**config.mk**
```make
export PLATFORM = sky130hd
export DESIGN_NAME = umlb_uart
export DESIGN_NICKNAME = d
export VERILOG_FILES = /design/src/shared/umlb_pkg.sv /design/src/rtl/umlb_uart.sv
export SDC_FILE = /design/constraint.sdc
export NUM_CORES = 1
export LEC_CHECK = 0
export ABC_CLOCK_PERIOD_IN_PS = 6400
export BUFFER_PORTS_ARGS = -buffer_cell sky130_fd_sc_hd__buf_2
export CELL_PAD_IN_SITES_DETAIL_PLACEMENT = 1
export CELL_PAD_IN_SITES_GLOBAL_PLACEMENT = 2
export CORE_ASPECT_RATIO = 0.8
export CORE_MARGIN = 2
export CORE_UTILIZATION = 45
export CTS_BUF_LIST = sky130_fd_sc_hd__clkbuf_4 sky130_fd_sc_hd__clkbuf_8
export DETAILED_ROUTE_END_ITERATION = 10
export PLACE_DENSITY_LB_ADDON = 0.1
export SETUP_SLACK_MARGIN = 0.02
export SYNTH_ARGS = -nofsm -noshare
export SYNTH_HDL_FRONTEND = slang
export SYNTH_SLANG_ARGS = --single-unit
```
**constraint.sdc**
```tcl
create_clock -name sys_clk -period 6.4 [get_ports sys_clk]
set_input_delay 1.28 -clock sys_clk [delete_from_list [all_inputs] [get_ports sys_clk]]
set_output_delay 1.28 -clock sys_clk [all_outputs]
set_load 0.02 [all_outputs]
```
**src/shared/umlb_pkg.sv**
```systemverilog
// Constants, states and register map of the serial port register block
//-----------------------------------------------------------------------
// Contract
// - MC bits 0,1 drive active-low ready/request pins
// - MC bit 3 floats or enables interrupt pin
// - Loopback: line marks, tx shifter feeds rx
// - Loopback: pins inactive, status mirrors control bits
// - Loopback modem events come from control bits
// - MC bits 5 to 7 read zero
// - Data ready on char arrival, cleared by read
// - Overrun when unread char overwritten, clear on read
// - Parity fault flagged, cleared on line-status read
// - Framing fault; resample zero as next start
// - Break: one zero char, half-bit high restart
// - Line errors raise line-status interrupt when enabled
// - Hold-empty set on transfer, cleared on write
// - All-empty only when hold and shifter empty
// - Line status bit 7 zero without FIFO
// - CTS/DSR/DCD change bits, clear on read
// - Ring trailing edge flag, clear on read
// - Status high nibble shows inverted input pins
// - Eight-bit scratch register, no side effect
// - Sixteen-bit divisor, write reloads counter at once
// - Divisor 0,1,2 and 3+ output shapes
// - Divider input is crystal over thirteen
// - Line status resets to hold and all empty
//-----------------------------------------------------------------------
package umlb_pkg;
	localparam logic [2:0] OFS_DATA    = 3'h0; // Rx/Tx data, divisor low
	localparam logic [2:0] OFS_IEN     = 3'h1; // Irq enable, divisor high
	localparam logic [2:0] OFS_IID     = 3'h2; // Irq ident read
	localparam logic [2:0] OFS_LCTL    = 3'h3; // Line control
	localparam logic [2:0] OFS_MCTL    = 3'h4; // Modem control
	localparam logic [2:0] OFS_LSTAT   = 3'h5; // Line status
	localparam logic [2:0] OFS_MSTAT   = 3'h6; // Modem status
	localparam logic [2:0] OFS_SCRATCH = 3'h7; // Scratch
	localparam int LC_ACCESS = 7;               // Divisor access bit
	localparam int LC_BREAK  = 6;               // Force spacing
	localparam int LC_STICK  = 5;               // Stick parity
	localparam int LC_EVEN   = 4;               // Even parity
	localparam int LC_PAREN  = 3;               // Parity enable
	localparam int LC_STOP2  = 2;               // Long stop
	localparam int MC_LOOP   = 4;               // Loopback bit
	localparam int MC_GATE   = 3;               // Irq gate bit
	localparam logic [7:0] LSTAT_RESET = 8'h60; // Both empty bits set
	localparam logic [3:0] IID_NONE = 4'h1;     // No interrupt
	localparam logic [3:0] IID_LINE = 4'h6;     // Line status
	localparam logic [3:0] IID_RXD  = 4'h4;     // Data ready
	localparam logic [3:0] IID_TX_HOLD_EMPTY = 4'h2;     // Hold empty
	localparam logic [3:0] IID_MDM  = 4'h0;     // Modem status
	localparam int SYS_CLK_HZ = 50_000_000;     // System clock
	localparam int XTAL_HZ    = 24_000_000;     // Crystal figure
	localparam int XTAL_DIV   = 13;             // Crystal divide
	localparam int BAUD_IN_HZ = XTAL_HZ / XTAL_DIV;
	localparam int PRE_DIV    = SYS_CLK_HZ / BAUD_IN_HZ; // Cycles per input tick
	localparam int HALF_BIT   = 8;              // Ticks in half a bit
	typedef enum logic [2:0] {
		UMLB_RX_IDLE  = 3'b000,
		UMLB_RX_START = 3'b001,
		UMLB_RX_DATA  = 3'b010,
		UMLB_RX_PAR   = 3'b011,
		UMLB_RX_STOP  = 3'b100,
		UMLB_RX_BRK   = 3'b101
	} umlb_rx_t;
	typedef enum logic [2:0] {
		UMLB_TX_IDLE  = 3'b000,
		UMLB_TX_START = 3'b001,
		UMLB_TX_DATA  = 3'b010,
		UMLB_TX_PAR   = 3'b011,
		UMLB_TX_STOP  = 3'b100
	} umlb_tx_t;
endpackage

```
**src/rtl/umlb_uart.sv**
```systemverilog
// Serial port: registers, baud divider, transmitter, receiver, modem lines
`timescale 1ns/1ps
module umlb_uart (
	input  wire logic                 sys_clk,             // System clock
	input  wire logic                 resetn,              // Async reset, low
	input  wire logic [2:0]           reg_addr,            // Register offset
	input  wire logic [7:0]           reg_wdata,           // Write data
	input  wire logic                 reg_wr,              // Write strobe
	input  wire logic                 reg_rd,              // Read strobe
	output logic      [7:0]           reg_rdata,           // Read data, next cycle
	input  wire logic                 rx_in,               // Serial input pin
	output logic                      tx_out,              // Serial output pin
	input  wire logic                 clear_to_send_in_n,  // Modem pin
	input  wire logic                 set_ready_in_n,      // Modem pin
	input  wire logic                 ring_in_n,           // Modem pin
	input  wire logic                 carrier_detect_in_n, // Modem pin
	output logic                      terminal_ready_out_n,// Modem pin
	output logic                      request_send_out_n,  // Modem pin
	output logic                      irq_out,             // Interrupt level
	output logic                      irq_oe_n,            // Irq drive, low drives
	output logic                      baud_out             // Divider output
);
	import umlb_pkg::*;

	//-------------------------------------------------------------------
	// Register state
	//-------------------------------------------------------------------
	logic [7:0] rbuf_reg, rbuf_next;     // Received char
	logic [7:0] tx_hold_reg, tx_hold_next;
	logic [7:0] ien_reg, ien_next;       // Irq enables, low nibble used
	logic [7:0] lctl_reg, lctl_next;
	logic [4:0] mctl_reg, mctl_next;     // Only five bits exist
	logic [7:0] scratch_reg, scratch_next;
	logic [7:0] div_lo_reg, div_lo_next;
	logic [7:0] div_hi_reg, div_hi_next;
	logic [4:0] lstat_reg, lstat_next;   // Data ready and four errors
	logic       tx_hold_empty_reg, tx_hold_empty_next;
	logic       tx_hold_empty_irq_reg, tx_hold_empty_irq_next;
	logic [3:0] delta_reg, delta_next;   // Modem change flags
	logic [7:0] rdata_reg, rdata_next;
	logic       reload;                  // Divisor written
	logic [7:0] lstat_rd, mstat_rd;      // Read views
	logic [3:0] iid;                     // Ident code

	//-------------------------------------------------------------------
	// Pin synchronisers and modem sources
	//-------------------------------------------------------------------
	logic [4:0] sy1_reg, sy2_reg;        // {rx, dcd, ri, dsr, cts}
	logic [3:0] prev_reg;                // Last active levels
	logic [3:0] act;                     // Active modem levels
	logic [3:0] chg;                     // Change events
	logic       loop;
	logic       rx_src;

	always_ff @(posedge sys_clk or negedge resetn) begin
		if (!resetn) begin
			sy1_reg  <= 5'h1f;
			sy2_reg  <= 5'h1f;
			prev_reg <= 4'h0;
		end else begin
			sy1_reg  <= {rx_in, carrier_detect_in_n, ring_in_n,
				set_ready_in_n, clear_to_send_in_n};
			sy2_reg  <= sy1_reg;
			prev_reg <= act;
		end
	end

	assign loop = mctl_reg[MC_LOOP];
	// Loopback mirrors control bits onto status inputs
	always_comb begin
		if (loop) begin
			act = {mctl_reg[3], mctl_reg[2], mctl_reg[0], mctl_reg[1]};
		end else begin
			act = ~sy2_reg[3:0];
		end
		chg[0] = act[0] ^ prev_reg[0];
		chg[1] = act[1] ^ prev_reg[1];
		chg[2] = prev_reg[2] & ~act[2];
		chg[3] = act[3] ^ prev_reg[3];
	end

	// Pins forced inactive in loopback
	assign terminal_ready_out_n = loop | ~mctl_reg[0];
	assign request_send_out_n   = loop | ~mctl_reg[1];

	//-------------------------------------------------------------------
	// Baud divider
	//-------------------------------------------------------------------
	logic [4:0]  pre_reg, pre_next;      // Input clock prescale
	logic [15:0] bcnt_reg, bcnt_next;    // Baud counter
	logic        bout_reg, bout_next;
	logic        tick_reg, tick_next;    // Sixteen-times-baud tick
	logic [15:0] divisor, eff, div_new;
	logic        in_tick;

	assign divisor = {div_hi_reg, div_lo_reg};
	assign eff     = (divisor == 16'h0000) ? 16'h0003 : divisor;
	assign div_new = {div_hi_next, div_lo_next}; // Value being written
	assign in_tick = (pre_reg == 5'(PRE_DIV - 1));

	// Counter reloads on each divisor write so no long first count
	always_comb begin
		pre_next  = in_tick ? 5'h00 : pre_reg + 5'h01;
		bcnt_next = bcnt_reg;
		tick_next = 1'b0;
		if (reload) begin
			bcnt_next = (div_new == 16'h0000) ? 16'h0003 : div_new;
		end else if (in_tick) begin
			if (bcnt_reg <= 16'h0001) begin
				bcnt_next = eff;
				tick_next = 1'b1;
			end else begin
				bcnt_next = bcnt_reg - 16'h0001;
			end
		end
		if (eff == 16'h0001) begin
			bout_next = ~(pre_reg < 5'(PRE_DIV / 2));
		end else if (eff == 16'h0002) begin
			bout_next = (bcnt_reg == 16'h0002);
		end else begin
			bout_next = (bcnt_reg > 16'h0002);
		end
	end

	always_ff @(posedge sys_clk or negedge resetn) begin
		if (!resetn) begin
			pre_reg  <= 5'h00;
			bcnt_reg <= 16'h0003;
			bout_reg <= 1'b0;
			tick_reg <= 1'b0;
		end else begin
			pre_reg  <= pre_next;
			bcnt_reg <= bcnt_next;
			bout_reg <= bout_next;
			tick_reg <= tick_next;
		end
	end
	assign baud_out = bout_reg;

	//-------------------------------------------------------------------
	// Transmitter
	//-------------------------------------------------------------------
	umlb_tx_t   txs_reg, txs_next;
	logic [7:0] tsh_reg, tsh_next;       // Shift register
	logic [5:0] tcnt_reg, tcnt_next;     // Ticks within bit
	logic [2:0] tbit_reg, tbit_next;
	logic       tline_reg, tline_next;   // Shifter output
	logic       tpar_reg, tpar_next;     // Running parity
	logic       tx_load;                 // Hold moves to shifter
	logic [2:0] last_bit;
	logic [5:0] stop_len;

	assign last_bit = {1'b0, lctl_reg[1:0]} + 3'h4;
	// With long stop set, five-bit words get one and a half stop bits
	assign stop_len = !lctl_reg[LC_STOP2] ? 6'h0f :
		(lctl_reg[1:0] == 2'h0) ? 6'h17 : 6'h1f;
	assign tx_load  = (txs_reg == UMLB_TX_IDLE) && !tx_hold_empty_reg;

	always_comb begin
		txs_next   = txs_reg;
		tsh_next   = tsh_reg;
		tcnt_next  = tcnt_reg;
		tbit_next  = tbit_reg;
		tline_next = tline_reg;
		tpar_next  = tpar_reg;
		case (txs_reg)
			UMLB_TX_IDLE: begin
				tline_next = 1'b1;
				if (tx_load) begin
					tsh_next  = tx_hold_reg;
					tcnt_next = 6'h00;
					tpar_next = 1'b0;
					txs_next  = UMLB_TX_START;
					tline_next = 1'b0;
				end
			end
			UMLB_TX_START, UMLB_TX_DATA, UMLB_TX_PAR: begin
				if (tick_reg) begin
					tcnt_next = tcnt_reg + 6'h01;
					if (tcnt_reg == 6'h0f) begin
						tcnt_next = 6'h00;
						if (txs_reg == UMLB_TX_START) begin
							tbit_next = 3'h0;
							txs_next  = UMLB_TX_DATA;
							tline_next = tsh_reg[0];
						end else if (txs_reg == UMLB_TX_DATA &&
								tbit_reg != last_bit) begin
							tbit_next  = tbit_reg + 3'h1;
							tline_next = tsh_reg[tbit_reg + 3'h1];
						end else if (txs_reg == UMLB_TX_DATA &&
								lctl_reg[LC_PAREN]) begin
							txs_next = UMLB_TX_PAR;
							tline_next = lctl_reg[LC_STICK] ? ~lctl_reg[LC_EVEN]
								: tpar_reg ^ tline_reg ^ ~lctl_reg[LC_EVEN];
						end else begin
							txs_next   = UMLB_TX_STOP;
							tline_next = 1'b1;
						end
						if (txs_reg == UMLB_TX_DATA) begin
							tpar_next = tpar_reg ^ tline_reg;
						end
					end
				end
			end
			UMLB_TX_STOP: begin
				if (tick_reg) begin
					tcnt_next = tcnt_reg + 6'h01;
					if (tcnt_reg == stop_len) begin
						txs_next = UMLB_TX_IDLE;
					end
				end
			end
			default: txs_next = UMLB_TX_IDLE;
		endcase
	end

	always_ff @(posedge sys_clk or negedge resetn) begin
		if (!resetn) begin
			txs_reg   <= UMLB_TX_IDLE;
			tsh_reg   <= 8'h00;
			tcnt_reg  <= 6'h00;
			tbit_reg  <= 3'h0;
			tline_reg <= 1'b1;
			tpar_reg  <= 1'b0;
		end else begin
			txs_reg   <= txs_next;
			tsh_reg   <= tsh_next;
			tcnt_reg  <= tcnt_next;
			tbit_reg  <= tbit_next;
			tline_reg <= tline_next;
			tpar_reg  <= tpar_next;
		end
	end
	// Line marks in loopback; break forces spacing otherwise
	assign tx_out = loop | (tline_reg & ~lctl_reg[LC_BREAK]);

	//-------------------------------------------------------------------
	// Receiver
	//-------------------------------------------------------------------
	umlb_rx_t   rxs_reg, rxs_next;
	logic [7:0] rsh_reg, rsh_next;
	logic [3:0] rcnt_reg, rcnt_next;
	logic [2:0] rbit_reg, rbit_next;
	logic       rpar_reg, rpar_next;     // Data parity
	logic       rbad_reg, rbad_next;     // Parity fault
	logic       rzero_reg, rzero_next;   // All bits zero so far
	logic       rx_done;                 // Char complete
	logic       rx_fe, rx_bi;

	assign rx_src = loop ? tline_reg : sy2_reg[4];

	always_comb begin
		rxs_next   = rxs_reg;
		rsh_next   = rsh_reg;
		rcnt_next  = rcnt_reg;
		rbit_next  = rbit_reg;
		rpar_next  = rpar_reg;
		rbad_next  = rbad_reg;
		rzero_next = rzero_reg;
		rx_done    = 1'b0;
		rx_fe      = 1'b0;
		rx_bi      = 1'b0;
		if (tick_reg) begin
			rcnt_next = rcnt_reg + 4'h1;
			case (rxs_reg)
				UMLB_RX_IDLE: begin
					rcnt_next = 4'h0;
					if (!rx_src) begin
						rxs_next = UMLB_RX_START;
					end
				end
				UMLB_RX_START: begin
					// Mid-bit check rejects glitches
					if (rcnt_reg == 4'h7) begin
						rcnt_next  = 4'h0;
						rbit_next  = 3'h0;
						rpar_next  = 1'b0;
						rbad_next  = 1'b0;
						rzero_next = 1'b1;
						rsh_next   = 8'h00;
						rxs_next   = rx_src ? UMLB_RX_IDLE : UMLB_RX_DATA;
					end
				end
				UMLB_RX_DATA: begin
					if (rcnt_reg == 4'hf) begin
						rsh_next[rbit_reg] = rx_src;
						rpar_next  = rpar_reg ^ rx_src;
						rzero_next = rzero_reg & ~rx_src;
						rbit_next  = rbit_reg + 3'h1;
						if (rbit_reg == last_bit) begin
							rxs_next = lctl_reg[LC_PAREN] ? UMLB_RX_PAR : UMLB_RX_STOP;
						end
					end
				end
				UMLB_RX_PAR: begin
					if (rcnt_reg == 4'hf) begin
						rzero_next = rzero_reg & ~rx_src;
						rbad_next  = lctl_reg[LC_STICK] ? rx_src ^ ~lctl_reg[LC_EVEN]
							: rpar_reg ^ rx_src ^ ~lctl_reg[LC_EVEN];
						rxs_next = UMLB_RX_STOP;
					end
				end
				UMLB_RX_STOP: begin
					if (rcnt_reg == 4'hf) begin
						rx_done   = 1'b1;
						rcnt_next = 4'h0;
						if (!rx_src && rzero_reg) begin
							rx_bi    = 1'b1;
							rsh_next = 8'h00;
							rxs_next = UMLB_RX_BRK;
						end else if (!rx_src) begin
							// Take the low stop as a fresh start bit
							rx_fe    = 1'b1;
							rxs_next = UMLB_RX_START;
						end else begin
							rxs_next = UMLB_RX_IDLE;
						end
					end
				end
				UMLB_RX_BRK: begin
					// Needs a steady half bit of mark to rearm
					if (!rx_src) begin
						rcnt_next = 4'h0;
					end else if (rcnt_reg == 4'(HALF_BIT - 1)) begin
						rxs_next = UMLB_RX_IDLE;
					end
				end
				default: rxs_next = UMLB_RX_IDLE;
			endcase
		end
	end

	always_ff @(posedge sys_clk or negedge resetn) begin
		if (!resetn) begin
			rxs_reg   <= UMLB_RX_IDLE;
			rsh_reg   <= 8'h00;
			rcnt_reg  <= 4'h0;
			rbit_reg  <= 3'h0;
			rpar_reg  <= 1'b0;
			rbad_reg  <= 1'b0;
			rzero_reg <= 1'b0;
		end else begin
			rxs_reg   <= rxs_next;
			rsh_reg   <= rsh_next;
			rcnt_reg  <= rcnt_next;
			rbit_reg  <= rbit_next;
			rpar_reg  <= rpar_next;
			rbad_reg  <= rbad_next;
			rzero_reg <= rzero_next;
		end
	end

	//-------------------------------------------------------------------
	// Register file, flags and interrupt
	//-------------------------------------------------------------------
	logic divisor_access_bit, rd_data, rd_lstat, rd_mstat, rd_iid, wr_hold;
	logic line_irq, rxd_irq, tx_hold_empty_irq, mdm_irq;

	assign divisor_access_bit     = lctl_reg[LC_ACCESS];
	assign rd_data  = reg_rd && reg_addr == OFS_DATA && !divisor_access_bit;
	assign rd_lstat = reg_rd && reg_addr == OFS_LSTAT;
	assign rd_mstat = reg_rd && reg_addr == OFS_MSTAT;
	assign rd_iid   = reg_rd && reg_addr == OFS_IID;
	assign wr_hold  = reg_wr && reg_addr == OFS_DATA && !divisor_access_bit;
	assign reload   = reg_wr && (reg_addr == OFS_DATA || reg_addr == OFS_IEN) && divisor_access_bit;

	// Bit 7 stays zero: no receive FIFO in this port
	assign lstat_rd = {1'b0, tx_hold_empty_reg && txs_reg == UMLB_TX_IDLE,
		tx_hold_empty_reg, lstat_reg};
	assign mstat_rd = {act, delta_reg};

	assign line_irq = ien_reg[2] && (|lstat_reg[4:1]);
	assign rxd_irq  = ien_reg[0] && lstat_reg[0];
	assign tx_hold_empty_irq = ien_reg[1] && tx_hold_empty_irq_reg;
	assign mdm_irq  = ien_reg[3] && (|delta_reg);
	assign iid = line_irq ? IID_LINE : rxd_irq ? IID_RXD :
		tx_hold_empty_irq ? IID_TX_HOLD_EMPTY : mdm_irq ? IID_MDM : IID_NONE;

	always_comb begin
		rbuf_next    = rbuf_reg;
		tx_hold_next = tx_hold_reg;
		ien_next     = ien_reg;
		lctl_next    = lctl_reg;
		mctl_next    = mctl_reg;
		scratch_next = scratch_reg;
		div_lo_next  = div_lo_reg;
		div_hi_next  = div_hi_reg;
		rdata_next   = 8'h00;
		if (reg_wr) begin
			case (reg_addr)
				OFS_DATA:    if (divisor_access_bit) div_lo_next = reg_wdata; else tx_hold_next = reg_wdata;
				OFS_IEN:     if (divisor_access_bit) div_hi_next = reg_wdata; else ien_next = {4'h0, reg_wdata[3:0]};
				OFS_LCTL:    lctl_next = reg_wdata;
				OFS_MCTL:    mctl_next = reg_wdata[4:0];
				OFS_SCRATCH: scratch_next = reg_wdata;
				default:     ;
			endcase
		end
		if (reg_rd) begin
			case (reg_addr)
				OFS_DATA:    rdata_next = divisor_access_bit ? div_lo_reg : rbuf_reg;
				OFS_IEN:     rdata_next = divisor_access_bit ? div_hi_reg : ien_reg;
				OFS_IID:     rdata_next = {4'h0, iid};
				OFS_LCTL:    rdata_next = lctl_reg;
				OFS_MCTL:    rdata_next = {3'h0, mctl_reg};
				OFS_LSTAT:   rdata_next = lstat_rd;
				OFS_MSTAT:   rdata_next = mstat_rd;
				default:     rdata_next = scratch_reg;
			endcase
		end
		if (rx_done) begin
			rbuf_next = rsh_reg;
		end
		// Flags: a new event beats a clearing read in the same cycle
		lstat_next[0] = rx_done | (lstat_reg[0] & ~rd_data);
		lstat_next[1] = (rx_done & lstat_reg[0] & ~rd_data) |
			(lstat_reg[1] & ~rd_lstat);
		lstat_next[2] = (rx_done & rbad_reg) | (lstat_reg[2] & ~rd_lstat);
		lstat_next[3] = rx_fe | (lstat_reg[3] & ~rd_lstat);
		lstat_next[4] = rx_bi | (lstat_reg[4] & ~rd_lstat);
		// Write of a new char wins over the old one moving on
		tx_hold_empty_next = wr_hold ? 1'b0 : (tx_load | tx_hold_empty_reg);
		tx_hold_empty_irq_next = tx_load | (tx_hold_empty_irq_reg & ~wr_hold &
			~(rd_iid && iid == IID_TX_HOLD_EMPTY));
		delta_next = chg | (delta_reg & {4{~rd_mstat}});
	end

	always_ff @(posedge sys_clk or negedge resetn) begin
		if (!resetn) begin
			rbuf_reg          <= 8'h00;
			tx_hold_reg       <= 8'h00;
			ien_reg           <= 8'h00;
			lctl_reg          <= 8'h00;
			mctl_reg          <= 5'h00;
			scratch_reg       <= 8'h00;
			div_lo_reg        <= 8'h00;
			div_hi_reg        <= 8'h00;
			lstat_reg         <= LSTAT_RESET[4:0];
			tx_hold_empty_reg <= LSTAT_RESET[5];
			tx_hold_empty_irq_reg      <= 1'b0;
			delta_reg         <= 4'h0;
			rdata_reg         <= 8'h00;
		end else begin
			rbuf_reg          <= rbuf_next;
			tx_hold_reg       <= tx_hold_next;
			ien_reg           <= ien_next;
			lctl_reg          <= lctl_next;
			mctl_reg          <= mctl_next;
			scratch_reg       <= scratch_next;
			div_lo_reg        <= div_lo_next;
			div_hi_reg        <= div_hi_next;
			lstat_reg         <= lstat_next;
			tx_hold_empty_reg <= tx_hold_empty_next;
			tx_hold_empty_irq_reg      <= tx_hold_empty_irq_next;
			delta_reg         <= delta_next;
			rdata_reg         <= rdata_next;
		end
	end

	assign reg_rdata = rdata_reg;
	assign irq_out   = (iid != IID_NONE);
	// Gate bit low leaves the interrupt pin floating
	assign irq_oe_n  = ~mctl_reg[MC_GATE];
endmodule

```
==> results of run 1 <==
[worst paths after layout]
path | start | to | slack [ns] | depth (start not counted)
worst max register to register | bcnt_reg[6] | bcnt_reg[11] | 3.81 | 5
min in group asynchronous | resetn | txs_reg[1] | 0.72 | 1
max in group asynchronous | resetn | tx_hold_reg[4] | 4.56 | 2
worst max-delay path | lstat_reg[4] | irq_out | 3.10 | 3
worst min-delay path | sy1_reg[0] | sy2_reg[0] | 0.36 | 0
worst min register to register | sy1_reg[0] | sy2_reg[0] | 0.36 | 0
[through the flow]
step                      total power [mW]  setup slack, ns  cell area [um^2]
after CTS                             2.94             3.08              9190
after global placement                2.08             3.13              8750
final                                 2.93             3.10              9190
after detailed placement              2.12             3.06              8750
after floorplan                       1.83             3.74              8440
after global routing                  3.09             2.91              9190
[logic make-up after synthesis]
kind of cell / Yosys count / share of synthesized area
AND/OR/NAND/NOR: 289 / 0.179
flip-flops: 156 / 0.465
buffers and inverters: 67 / 0.0325
multiplexers: 80 / 0.111
adder cells (fa/ha/maj): 9 / 0.0133
XOR/XNOR: 18 / 0.0187
AO/OA/AOI/OAI: 221 / 0.180
[synthesized netlist by cell type, types with 5 or more instances]
cell type	n	area [um^2]
nand2b_1	9	56.3
nand4b_1	6	52.6
o21ai_0	59	295
nand4_1	8	50.1
dfstp_2	14	368
mux2i_1	14	140
or3_1	7	43.8
nor2b_1	13	81.3
a21oi_1	34	170
ha_1	9	113
a22o_1	15	131
a21o_1	7	52.6
nor4_1	14	87.6
o31ai_1	11	82.6
a211oi_1	5	37.5
inv_1	19	71.3
and3_1	5	31.3
o211ai_1	7	52.6
o21a_1	9	67.6
nor2_1	57	214
buf_2	14	70.1
xnor2_1	12	105
mux4_2	5	113
mux2_2	61	687
clkbuf_1	26	97.6
nand3_1	20	100
dfrtp_1	142	3550
xor2_1	6	52.6
nor3_1	20	100
nand2_1	98	368
o2bb2ai_1	5	43.8
a31oi_1	12	75.1
[report_power, final]
part	switching, mW	total, mW	internal (mW)
Sequential	0.226	1.38	1.15
Clock	0.400	0.821	0.421
Combinational	0.422	0.734	0.313
Total	1.05	2.93	1.89
[placed cells by master, fill, tap and decap left out, drive strengths merged, types with 11 or more instances in the layout]
cell type,instances
a21oi,34
a22o,15
a31oi,12
buf,36
clkbuf,21
dfrtp,142
dfstp,14
inv,22
mux2,61
mux2i,14
nand2,98
nand3,21
nor2,59
nor2b,13
nor3,21
nor4,16
o21ai,62
o31ai,11
xnor2,12
[worst max-delay path, cell delays in order (launching register included)]
cell and delay (ns):
dfrtp_1 0.43, o41ai_1 0.62, nand4_1 0.28, buf_2 0.24
[area by class of cell]
class / instances / share of cell area
repair buffers: 36 / 0.0211
flip-flops and latches: 156 / 0.427
clock buffers: 21 / 0.0301
well taps: 253 / 0.0345
inverters: 21 / 0.00858
clock inverters: 11 / 0.0172
multi-input cells: 617 / 0.462
[metal layers]
metal  share of wire  vias up
li1                -     3114
met1            0.51     3545
met2            0.43      172
met3           0.051       16
met4          0.0078        0
met5               0        -
==> run metrics, run 1 <==
status finished clean; largest net degree at the start of global routing 60; Worst-Skew Late Latency approximately 0.47 ns; Static Leak between 3 and 4 nW; multi-input logic area approximately 4200 um^2; # hold bufs at CTS 0; drt via density between 6 and 7; postcts setup bufs 0; crit end category primary output; # fillers around 2100; Reg clk slew, reported paths about 0.090 ns; Inserted Diodes 0; Core Area 18300 um^2; Post-synth EDFFs 0; f_max 0.303 GHz; Finished Layout Cells 1115; Register Area between 3000 and 4000 um^2; Placer Congestion roughly 0.9; final max-slew violation count 0; Worst slew margin 0.256; Req. time, crit path slightly above 5 ns; Final Core Density 0.503; top_reg_cell synth dfrtp_1; fin crit period 3.30 ns; max_cap viols 0; Vias roughly 6800; crit path launch type register; total gr overflow 0; worst-path maximum fanout 4; yosys warns 0; max reg flops 16; PD cells 319 nW/um^2; TritonRoute pass-1 iters 4; mapped cell area 8440 um^2; sequential area share after synthesis 0.465; setup TNS 0 ns; Setup Crit Path Kind reg -> out; Ports 34; initial antenna violation count 0; vias in the first global route between 6000 and 7000; unrepaired setup endpoints after global routing no; period utilization 0.515; H-tree Lvls 4; Critical Path AT 2.02 ns; Inst Count DP between 1000 and 1500; Sink Count between 150 and 200; Synth Net Count 869; worst slew pin tran ~1.1 ns; CTS tree done; Worst Skew just under 0.02 ns; first-pass GRT wire length ~40 mm; area grow syn2layout 8.88%; Die Y between 100 and 150 um; grt peak-use layer met1; share of cells above drive strength 1 0.202; Port Buffer Count 33; met3 usage 0.0489; Chip Width 157 um; Residual DRC 0; remaining antenna violation count 0; Final Hold Vio Count 0; post-cts resize count 0; standard-cell rows 44; maximum vdd drop around 130 uV; Clock Path Buffers 2; Mean Syn Cell Area roughly 10 um^2; post-detail-place hpwl about 18 mm; Num CTS Buffers 17; Starting DRT DRC Count between 400 and 500; distinct cell type count after synthesis 81; endpoints failing setup 0; layout net count just under 900; GRT met2 Usage 0.383; Root Driver clkbuf_8; die area between 15000 and 20000 um^2; hold slack about 0.36 ns; #FFs+latches synth between 150 and 200; Starting Density 0.462; Post-Syn Instances between 800 and 900; Post-synth ARST share 1.00; Routed Wire Length ~25 mm; global-route usage over all layers 0.264; met1 usage 0.413; WL/cell 22.5 um; HP Class reg -> reg
No activity file was read; power rests on OpenSTA's default activity.
==> inputs of run 2 (changes only) <==
Settings changed: ABC_CLOCK_PERIOD_IN_PS 6400 to 2680, CORE_UTILIZATION 45 to 38.
Clock period 6.4 ns to 2.68 ns, I/O delays scaled along.
==> run metrics, run 2 (same netlist as run 1, synthesis figures left out) <==
Placer Congestion 0.844; crit end category primary output; post-cts resize count 0; Pint between 4 and 5 mW; layout net count 908; share of cells above drive strength 1 0.229; most frequent cells in the layout 142 x dfrtp_1, 98 x nand2_1, 61 x mux2_2; Critical Path AT 1.81 ns; unrepaired setup endpoints after global routing no; total gr overflow 0; standard-cell rows 48; Vias ~6900; Finished Layout Cells between 1000 and 1500; worst-path cell chain o41ai_1 -> buf_4 -> nand4_1 -> buf_2; Routed Wire Length 26.4 mm; Num CTS Buffers 17; TritonRoute pass-1 iters 5; Final Hold Vio Count 0; Starting Density 0.389; max reg flops 16; hold slack about 0.057 ns; HP Class in -> async; initial antenna violation count 0; status finished clean; Net Sw Power about 2.5 mW; # fillers roughly 2400; maximum vdd drop between 500 and 600 uV; Ports 34; CP Buf/Inv Count 2; global-route usage over all layers 0.239; Final Core Density 0.436; Gate power share 0.277; max_cap viols 0; Setup Crit Path Kind reg -> out; Req. time, crit path about 2.1 ns; remaining antenna violation count 0; Port Buffer Count 33; WL/cell ~22 um; Worst-Skew Late Latency roughly 0.48 ns; Inserted Diodes 0; crit path launch type register; Worst Skew between 0.015 and 0.02 ns; area grow syn2layout 12.1%; final max-slew violation count 0; critical path's slowest cell dfrtp_1; largest net degree at the start of global routing 65; first-pass GRT wire length 42.5 mm; placed standard-cell area 9060 um^2; fin crit period 2.35 ns; postcts setup bufs 0; drt via density slightly below 6; post-detail-place hpwl about 19 mm; Max stage delay on crit path between 0.4 and 0.5 ns; period utilization 0.876; Clock Path Buffers 2; Sink Count around 160; Root Driver clkbuf_8; vias in the first global route between 7000 and 8000; die area ~23000 um^2; multi-input logic area 4240 um^2; Reg clk slew, reported paths approximately 0.09 ns; Register Area between 3000 and 4000 um^2; sequential share of power 0.462; Die Y roughly 140 um; Static Leak 3.97 nW; endpoints failing setup 0; Clk pwr share 0.261; Core Area between 20000 and 25000 um^2; Worst slew margin 0.489; f_max 0.426 GHz; switching share of total power 0.362; setup TNS 0 ns; Residual DRC 0; CP top delay family flip-flops; most common cell after layout, fill and taps aside dfrtp_1; worst-path maximum fanout 4; # hold bufs at CTS 0; PD cells about 740 nW/um^2; Inst Count DP approximately 1200; post-route cell area 9460 um^2; H-tree Lvls 4; Starting DRT DRC Count 546; Chip Width 171 um; worst slew pin tran 0.766 ns; CTS tree done
run 2: routing by layer:
layer,part of all wire,track usage
met2,0.44,0.352
met1,0.52,0.365
met5,0,0
met3,0.039,0.0425
met4,0.0072,0.0508
run 2: power groups by stage:
stage,registers [mW],logic (mW),clock network (mW)
after global placement,3.25,1.89,0
after CTS,3.23,1.94,1.88
after detailed placement,3.27,1.93,0
final,3.23,1.94,1.83
after floorplan,3.08,1.29,0
after global routing,3.29,2.15,1.99
run 2: layout make-up:
cell class,instances,area share
Timing Repair Buffer,66,0.0470
Sequential cell,156,0.415
Inverter,21,0.00834
Clock inverter,14,0.0155
Tap cell,300,0.0397
Clock buffer,18,0.0262
Multi-Input combinational cell,617,0.449
run 2: worst paths after layout:
path,from,endpoint,slack (ns),cells after the start
max in group asynchronous,resetn,sy2_reg[1],1.78,2
min reg2reg,sy1_reg[2],sy2_reg[2],0.36,0
min,resetn,tcnt_reg[0],0.06,1
max,lstat_reg[4],irq_out,0.33,4
min in group sys_clk,rx_in,sy1_reg[4],0.16,1
max reg2reg,bcnt_reg[12],bcnt_reg[11],0.34,5
run 2: per-stage QoR:
stage / worst slack (ns) / total power [mW]
after floorplan: 0.679 / 4.37
after global placement: 0.379 / 5.13
after detailed placement: 0.346 / 5.21
after CTS: 0.318 / 7.06
after global routing: 0.122 / 7.42
final: 0.333 / 7.00
